### config.mk
export PLATFORM = sky130hd
export DESIGN_NAME = minute_second_watchdog
export DESIGN_NICKNAME = d
export VERILOG_FILES = /design/src/rtl/wd_pkg.sv /design/src/rtl/minute_second_watchdog.sv
export SDC_FILE = /design/constraint.sdc
export NUM_CORES = 1
export LEC_CHECK = 0
export ABC_AREA = 1
export ABC_CLOCK_PERIOD_IN_PS = 3480
export BUFFER_PORTS_ARGS = -buffer_cell sky130_fd_sc_hd__buf_4
export CAP_MARGIN = 0
export CORE_ASPECT_RATIO = 1.75
export CORE_MARGIN = 4
export CORE_UTILIZATION = 58
export DETAILED_ROUTE_END_ITERATION = 7
export PLACE_DENSITY = 0.8
export SYNTH_ARGS = -nofsm -noshare
export SYNTH_HDL_FRONTEND = slang
export SYNTH_SLANG_ARGS = --single-unit
### constraint.sdc
create_clock -name clk_i -period 3.48 [get_ports clk_i]
set_input_delay 0.174 -clock clk_i [delete_from_list [all_inputs] [get_ports clk_i]]
set_output_delay 0.174 -clock clk_i [all_outputs]
set_load 0.05 [all_outputs]
### src/rtl/wd_pkg.sv
// Constants for the minute/second watchdog block.
// Assumes a 40 MHz system clock and a synchronous, active-low reset.
package wd_pkg;
    localparam int CLK_HZ = 40000000;
    // One second expressed in clock cycles; large, so the top exposes it as a parameter.
    localparam int SEC_CYCLES = CLK_HZ / 1;
    localparam int SEC_PER_MIN = 60;
    localparam logic [7:0] RELOAD_RST = 8'h00;
    localparam int UNIT_MIN_BIT = 7;
    localparam int FORCE_BIT = 2;
    localparam int STATUS_BIT = 0;
    localparam int KBD_EN_BIT = 0;
    localparam int MSE_EN_BIT = 1;
    localparam int CHAN_LSB = 4;
    localparam int CHAN_W = 4;
    typedef enum logic [1:0] {
        ST_IDLE = 2'b00,
        ST_RUN  = 2'b01,
        ST_DONE = 2'b10
    } wd_state_t;
endpackage

### src/rtl/minute_second_watchdog.sv
// Minute/second watchdog counter with restart events and interrupt routing.
// Assumes host writes arrive as one-cycle strobes with data, synchronous to clk_i.
`timescale 1ns/1ps

// Operation
// RULE1 - The reload value accepted is 1 to 255 units of minutes or seconds.
// RULE2 - Bit 7 of the unit configuration selects minutes when set, else seconds.
// RULE3 - A reload value of zero disables the watchdog and is the reset value.
// RULE4 - Writing a non-zero reload value loads the counter and starts counting down.
// RULE5 - At zero the counter stops and the timeout status bit is set.
// RULE6 - A host control write may set or clear the status bit in any state.
// RULE7 - Software programs X plus one to get at least X units, as the first unit is partial; here the prescaler restarts on load, so it is whole.
// RULE8 - Keyboard and mouse interrupts are restart events, each with its own enable.
// RULE9 - An enabled restart event reloads the counter and clears the status bit.
// RULE10 - With both enables clear, keyboard and mouse interrupts do nothing.
// RULE11 - The status bit can raise an interrupt on a chosen channel.
// RULE12 - The chosen channel request follows the status bit level.
// RULE13 - Writing one to the force bit zeroes the counter and sets the status bit.
// RULE14 - The force bit clears itself and reads back as zero.
// RULE15 - Second and minute ticks come from a prescaler restarted on every reload.
// RULE16 - A new non-zero reload after expiry restarts counting; status stays until cleared.
module minute_second_watchdog
    import wd_pkg::*;
#(
    parameter int SEC_CYC    = SEC_CYCLES,
    parameter int NUM_CHAN   = 16
) (
    // Clock and reset
    input  wire logic                clk_i,
    input  wire logic                rstn_i,
    // Host writes
    input  wire logic                unit_wr_i,
    input  wire logic                reload_wr_i,
    input  wire logic                ctrl_wr_i,
    input  wire logic                evcfg_wr_i,
    input  wire logic [7:0]          wdata_i,
    // Restart events, one-cycle pulses
    input  wire logic                kbd_irq_i,
    input  wire logic                mse_irq_i,
    // Read-back and interrupt outputs
    output logic [7:0]               wd_unit_config_o,
    output logic [7:0]               wd_reload_value_o,
    output logic [7:0]               wd_control_o,
    output logic [7:0]               wd_event_config_o,
    output logic [7:0]               count_o,
    output logic [NUM_CHAN-1:0]      irq_o
);
    logic [7:0]  unit_ff;
    logic [7:0]  reload_ff;
    logic [7:0]  evcfg_ff;
    logic [7:0]  cnt_ff;
    logic        status_ff;
    logic [31:0] pre_ff;
    logic [5:0]  min_ff;
    wd_state_t   state_ff;
    logic        restart;
    logic        load;
    logic        force_to;
    logic        sec_tick;
    logic        unit_tick;

    assign restart  = (kbd_irq_i && evcfg_ff[KBD_EN_BIT]) ||
                      (mse_irq_i && evcfg_ff[MSE_EN_BIT]); // RULE8 RULE10
    assign load     = (reload_wr_i && (wdata_i != 8'h00)) || (restart && reload_ff != 8'h00);
    assign force_to = ctrl_wr_i && wdata_i[FORCE_BIT];
    assign sec_tick = (pre_ff == 32'(SEC_CYC - 1));
    assign unit_tick = sec_tick &&
        (!unit_ff[UNIT_MIN_BIT] || min_ff == 6'(SEC_PER_MIN - 1)); // RULE2

    always_ff @(posedge clk_i) begin
        if (!rstn_i) begin
            unit_ff  <= 8'h00;
            evcfg_ff <= 8'h00;
        end else begin
            if (unit_wr_i)
                unit_ff <= wdata_i;
            if (evcfg_wr_i)
                evcfg_ff <= wdata_i;
        end
    end

    always_ff @(posedge clk_i) begin
        if (!rstn_i)
            reload_ff <= RELOAD_RST; // RULE3
        else if (reload_wr_i)
            reload_ff <= wdata_i; // RULE1
    end

    // Prescaler restarts on reload so every countdown begins on a unit boundary.
    always_ff @(posedge clk_i) begin
        if (!rstn_i || load || state_ff != ST_RUN) begin
            pre_ff <= 32'h0000_0000; // RULE15
            min_ff <= 6'h00;
        end else if (sec_tick) begin
            pre_ff <= 32'h0000_0000;
            min_ff <= (min_ff == 6'(SEC_PER_MIN - 1)) ? 6'h00 : min_ff + 6'h01;
        end else begin
            pre_ff <= pre_ff + 32'h0000_0001;
        end
    end

    always_ff @(posedge clk_i) begin
        if (!rstn_i) begin
            cnt_ff   <= 8'h00;
            state_ff <= ST_IDLE;
        end else if (force_to) begin
            cnt_ff   <= 8'h00; // RULE13
            state_ff <= ST_DONE;
        end else if (reload_wr_i) begin
            cnt_ff   <= wdata_i; // RULE4 RULE16
            state_ff <= (wdata_i != 8'h00) ? ST_RUN : ST_IDLE; // RULE3
        end else if (load) begin
            cnt_ff   <= reload_ff; // RULE9
            state_ff <= ST_RUN;
        end else begin
            case (state_ff)
                ST_RUN: begin
                    if (unit_tick) begin
                        cnt_ff <= cnt_ff - 8'h01;
                        if (cnt_ff == 8'h01)
                            state_ff <= ST_DONE; // RULE5
                    end
                end
                ST_IDLE: state_ff <= ST_IDLE;
                ST_DONE: state_ff <= ST_DONE;
                default: state_ff <= ST_IDLE;
            endcase
        end
    end

    // Hardware set wins over a host clear arriving in the same cycle.
    always_ff @(posedge clk_i) begin
        if (!rstn_i)
            status_ff <= 1'b0;
        else if (force_to || (state_ff == ST_RUN && unit_tick && cnt_ff == 8'h01))
            status_ff <= 1'b1; // RULE5 RULE13
        else if (ctrl_wr_i)
            status_ff <= wdata_i[STATUS_BIT]; // RULE6
        else if (restart)
            status_ff <= 1'b0; // RULE9
    end

    always_ff @(posedge clk_i) begin
        if (!rstn_i) begin
            wd_unit_config_o  <= 8'h00;
            wd_reload_value_o <= 8'h00;
            wd_control_o      <= 8'h00;
            wd_event_config_o <= 8'h00;
            count_o           <= 8'h00;
        end else begin
            wd_unit_config_o  <= unit_ff;
            wd_reload_value_o <= reload_ff;
            wd_control_o      <= {7'h00, status_ff}; // RULE14
            wd_event_config_o <= evcfg_ff;
            count_o           <= cnt_ff;
        end
    end

    // Channel field zero means unmapped; channels 1..NUM_CHAN-1 follow the status level.
    genvar g;
    generate
        for (g = 0; g < NUM_CHAN; g++) begin : g_irq
            always_ff @(posedge clk_i) begin
                if (!rstn_i)
                    irq_o[g] <= 1'b0;
                else
                    irq_o[g] <= (g != 0) && status_ff &&
                        (evcfg_ff[CHAN_LSB +: CHAN_W] == CHAN_W'(g)); // RULE11 RULE12
            end
        end
    endgenerate
endmodule

== After elaboration in Yosys (flattened, before gate mapping) ==
Cells that the tools add are included.

* Multiply operators: 0
* Bitwise operators: 1
* Equality and inequality tests: 25
* Mux-type cells: 15
* Reduce and logical (&&, ||, !) cells: 41
* $lt $le $gt $ge: 0
* Shifts and indexed selects: 0
* Div/mod/pow operators: 0
* Add/subtract/negate cells: 3

{| class="wikitable"
|+ Operators by type and width
! cell !! count
|-
| adder 32 x 1 -> 32 bit (second input constant) || 1
|-
| equality test 32 x 26 -> 1 bit (second input constant) || 1
|-
| equality test 4 bit (second input constant) || 8
|-
| 2-to-1 mux 8 bit || 4
|-
| logical AND 1 bit || 23
|-
| equality test 4 x 3 -> 1 bit (second input constant) || 4
|-
| nonzero test 8 bit || 2
|-
| 2-to-1 mux 2 bit || 5
|-
| != test 5 bit (second input constant) || 2
|-
| nonzero test 3 bit || 3
|-
| equality test 4 x 2 -> 1 bit (second input constant) || 2
|-
| equality test 8 x 1 -> 1 bit (second input constant) || 1
|-
| != test 4 bit (second input constant) || 2
|-
| subtractor 8 x 1 -> 8 bit (second input constant) || 1
|-
| adder 6 x 1 -> 6 bit (second input constant) || 1
|-
| equality test 6 bit (second input constant) || 1
|-
| logical OR 1 bit || 6
|-
| 2-to-1 mux 6 bit || 1
|-
| AND reduction 2 bit || 3
|-
| equality test 4 x 1 -> 1 bit (second input constant) || 1
|-
| 2-to-1 mux 1 bit || 4
|-
| case mux 2 bit (2 select lines) || 1
|-
| OR reduction 2 bit || 2
|-
| equality test 2 x 1 -> 1 bit (second input constant) || 1
|-
| 4 further kinds || 5
|}

* Memory bits (read-only): 0
* Word-level logic and storage cells: 115
* Bits in latches: 0
* Bits in writable memories: 0
* Bits of input ports: 16
* Output and inout port bits: 56
* Register bits: 128
* Memories kept: 0

== Logic depth before layout (Yosys ltp) ==
* Word-level depth: 8
* Mapped depth: 11

== Least setup slack after synthesis ==
OpenSTA, ideal clock, no wires.

* Kind: register to register
* Start point: register pre_ff[0]
* End point: register cnt_ff[0]
* Period minus slack after synthesis: 1624 ps
* Arrival time: 1510 ps
* Cell stages (with the launch flop): 11
* Path slack: 1856 ps
* Cell sequence: dfxtp_1 -> ha_1 -> nand2_2 -> nor2_4 -> nand2_4 -> nor2_4 -> nand3_4 -> o21ai_4 -> inv_4 -> nor2_1 -> nor2_1

* Cells in the longest elaborated chain, start to end: 4

{| class="wikitable"
|+ Ends and longest elaborated chain
! what !! RTL line !! source
|-
| from (decl) || minute_second_watchdog.sv:53 || <nowiki>logic [31:0] pre_ff;</nowiki>
|-
| from (signal assigned) || minute_second_watchdog.sv:98 || <nowiki>pre_ff <= pre_ff + 32'h0000_0001;</nowiki>
|-
| equality test 32 x 26 -> 1 bit || minute_second_watchdog.sv:66 || <nowiki>assign sec_tick = (pre_ff == 32'(SEC_CYC - 1));</nowiki>
|-
| logical AND 1 bit || minute_second_watchdog.sv:67 || <nowiki>assign unit_tick = sec_tick &&</nowiki>
|-
| nonzero test 3 bit (no source line) || - ||
|-
| AND reduction 2 bit (no source line) || - ||
|-
| to (signal assigned) || minute_second_watchdog.sv:110 || <nowiki>cnt_ff <= wdata_i;</nowiki>
|-
| to (signal assigned) || minute_second_watchdog.sv:113 || <nowiki>cnt_ff <= reload_ff;</nowiki>
|-
| to (signal assigned) || minute_second_watchdog.sv:119 || <nowiki>cnt_ff <= cnt_ff - 8'h01;</nowiki>
|-
| to (decl) || minute_second_watchdog.sv:51 || <nowiki>logic [7:0] cnt_ff;</nowiki>
|}

Every way passes these cells.
A chain may end at the register's enable or synchronous reset.

== Worst setup path after layout ==
* Start point: register pre_ff[0]
* End point: register pre_ff[26]

* Cells in the longest elaborated chain, start to end: 2

{| class="wikitable"
|+ Ends and longest elaborated chain
! what
|-
| branches (longest 2 deep; another with adder 32 x 1 -> 32 bit)
|}

Several ways; the timed one is not identified.

==> metrics.md <==
| Metric | Value |
|---|---|
| Status | completed |
| Ys flop type | dfxtp_1 |
| CP Capture Type | flop |
| Post-Synthesis Mean Instance Area | 7.26 µm² |
| Final TNS setup | 0 ns |
| Layout Nets | a little over 800 |
| Post-route DRC | 0 |
| Synth Area in Simple Gates | 0.310 |
| Worst skew pair latency | roughly 0.4 ns |
| CP required | 3.82 ns |
| Vias | 4891 |
| EDFF count, synth | 0 |
| Core region area | 8780 µm² |
| Hold WC Path Type | input port to flop |
| Worst setup margin | roughly 0.96 ns |
| Die Width | 79.9 µm |
| Synth cell types | 41 |
| Power density cells | 546 nW/µm² |
| I/O pin cnt | 72 |
| Gr ovfl total | 0 |
| Post-Syn Area | 5250 µm² |
| Total wire length | 13800 µm |
| I/O Buffers | 63 |
| VDD IR max | approximately 410 µV |
| Startpoint Class | flop |
| Die area | 10700 µm² |
| DP HPWL | 10100 µm |
| Final setup vio count | 0 |
| ANT cells | 0 |
| Register area share after synthesis | 0.461 |
| Total power | ~3.5 mW |
| Largest net degree at the start of global routing | 54 |
| Longest Clk Path Bufs | 2 |
| Drt first pass iters | 6 |
| Post-detailed-route count of antenna-violating nets | 0 |
| Worst Max-Slew Pin Slew | 0.968 ns |
| Clock Skew | ~0.0087 ns |
| Hold-fix buffers, CTS | 0 |
| Headroom to the max-slew limit | 0.353 |
| Clock root buffer | clkbuf_16 |
| Fill count | 732 |
| Vias in the first global route | 5006 |
| Crit Path Class | flop to flop |
| Dpl cells | 891 |
| FP Rows | 45 |
| First-pass GRT wire length | 22500 µm |
| Synth Area in Compound Gates | 0.0884 |
| Gates resized, CTS repair | 0 |
| WL per Instance | 15.0 µm |
| RSZ-0062 raised after global routing | no |
| Final Max Slew Viols | 0 |
| Gate Count Post-Synth | roughly 720 |
| Final Hold Fails | 0 |
| TritonCTS clock tree | yes |
| Fin crit share | 0.725 |
| Pleak | 2.82 nW |
| Starting DRC count in detailed routing | 203 |
| Pre-CTS setup slack | 0.936 ns |
| Vias per Instance | around 5.3 |
| Layout cells sized above 1 | 0.159 |
| Seq cells post-synth | roughly 120 |
| Synth warn | 0 |
| Multiplexer area fraction after synthesis | 0.00381 |
| Max cap viols | 0 |
| Crit-path max FO | 21 |
| CTS Buf Count | 17 |
| Final cell count without fillers | 923 |
| Largest family of logic cells by synthesized area | simple AND/OR/NAND/NOR gates |
| Sink Count | 121 |
| H-Tree Depth | 4 |
| Async set-reset flop share out of synthesis | 0 |
| Synth-to-Final Area Change | 21.1% |
| Clk slew on worst S/H paths | 0.06 ns |
| Min Tclk post-route | 2.52 ns |
| Post-Synth Adder-Cell Area | 0.0119 |
| Tot GR Track Use | 0.270 |
| F_max | slightly below 0.4 GHz |
| Critical Path AT | 2.87 ns |
| Initial Util | 0.598 |
| Initial antenna violation count | 0 |
| Setup bufs post-CTS | 0 |
| Post-Synth XOR/XNOR Area | 0.0233 |
| Utilization after layout | 0.724 |
| Placer Congestion | 1.02 |
| Die height | 134 µm |
-- per-stage QoR --
| stage | hold slack [ns] | cell area [µm²] |
|---|---|---|
| floorplan | 0.327 | 5280 |
| global placement | 0.413 | 5780 |
| detailed placement | 0.421 | 5780 |
| CTS | 0.0389 | 6360 |
| global route | 0.0545 | 6360 |
| finish | 0.0496 | 6360 |
-- state kept, by name (all words and copies together), names as in the netlist --
signal,flops
pre_ff,32
irq_o,15
cnt_ff,8
count_o,8
evcfg_ff,8
reload_ff,8
unit_ff,8
wd_event_config_o,8
wd_reload_value_o,8
wd_unit_config_o,8
min_ff,6
state_ff,2
status_ff,1
wd_control_o,1
-- critical path, stage by stage, from the launching register on --
cell     delay, ns
dfxtp_1       0.33
ha_1          0.23
nand2_2       0.11
nor2_4        0.05
nand2_4       0.12
nor2_4        0.06
nand2_2       0.12
nand4_1       0.77
buf_4         0.48
nor3b_2       0.17
-- final timing paths --
check	startpoint	to	slack [ns]	cells past startpoint
max	pre_ff[0]	pre_ff[26]	0.96	9
max reg2reg	pre_ff[0]	pre_ff[26]	0.96	9
min reg2reg	evcfg_ff[2]	wd_event_config_o[2]	0.43	2
min	wdata_i[7]	evcfg_ff[7]	0.05	3
-- area by class of cell --
type                       count  area [µm²]  share of cell area
clock buffer                  18         439              0.0690
clock inverter                14         139              0.0218
inverter                     108         408              0.0641
multi-input combinational    481        2330               0.366
sequential                   121        2420               0.381
tap                          117         146              0.0230
timing repair buffer          64         480              0.0755
-- cells by family (layout without fill, tap and decap cells) --
| group | after synthesis | count (layout) |
|---|---|---|
| compound gates | 87 | 87 |
| xor+xnor | 14 | 14 |
| fa+ha+maj | 5 | 5 |
| buf+inv | 128 | 204 |
| flops | 121 | 121 |
| mux | 2 | 2 |
| other cells | 1 | 8 |
| simple gates | 365 | 365 |
-- report_power, final --
group          switching [mW]  total [mW]  internal, mW
Clock                   0.673        1.69          1.01
Sequential             0.0309        1.46          1.43
Combinational           0.229       0.323        0.0946
Total                   0.932        3.47          2.54
-- cells in the final DEF, fill, tap and decap left out, types with 2 or more instances in the layout --
cell type	n
or2_2	3
clkinv_1	2
o21ai_1	10
o21ai_0	21
nor2_1	97
inv_6	3
nand4_1	16
dfxtp_1	121
a21oi_1	48
buf_4	64
mux2i_1	2
nand2_1	165
nor2_4	6
ha_1	5
conb_1	8
inv_1	99
a21oi_2	2
inv_2	6
xor2_1	11
clkinvlp_4	6
clkinv_4	3
clkbuf_16	17
nor4_1	2
o211ai_1	2
nand2_2	5
xnor2_1	3
nand3_1	36
nor3_1	23
nor3b_1	3
nor2_2	2
-- Yosys cell counts (6+ instances only) --
library cell  count  area (µm²)
nand2_1         165         619
dfxtp_1         121        2420
inv_1            99         372
nor2_1           97         364
a21oi_1          48         240
nand3_1          36         180
nor3_1           23         115
o21ai_0          21         105
nand4_1          16         100
xor2_1           11        96.3
o21ai_1          10        50.1
clkbuf_1          9        33.8
buf_4             8        60.1
inv_2             6        22.5
nor2_4            6        67.6
-- per-layer routing --
layer	vias up	global-route usage	part of all wire
met5	-	0	0
met4	0	0.175	0.061
met3	61	0.0706	0.045
met2	176	0.490	0.55
met1	2243	0.259	0.35
li1	2411	-	-
Power figures use the tool's default switching activity.
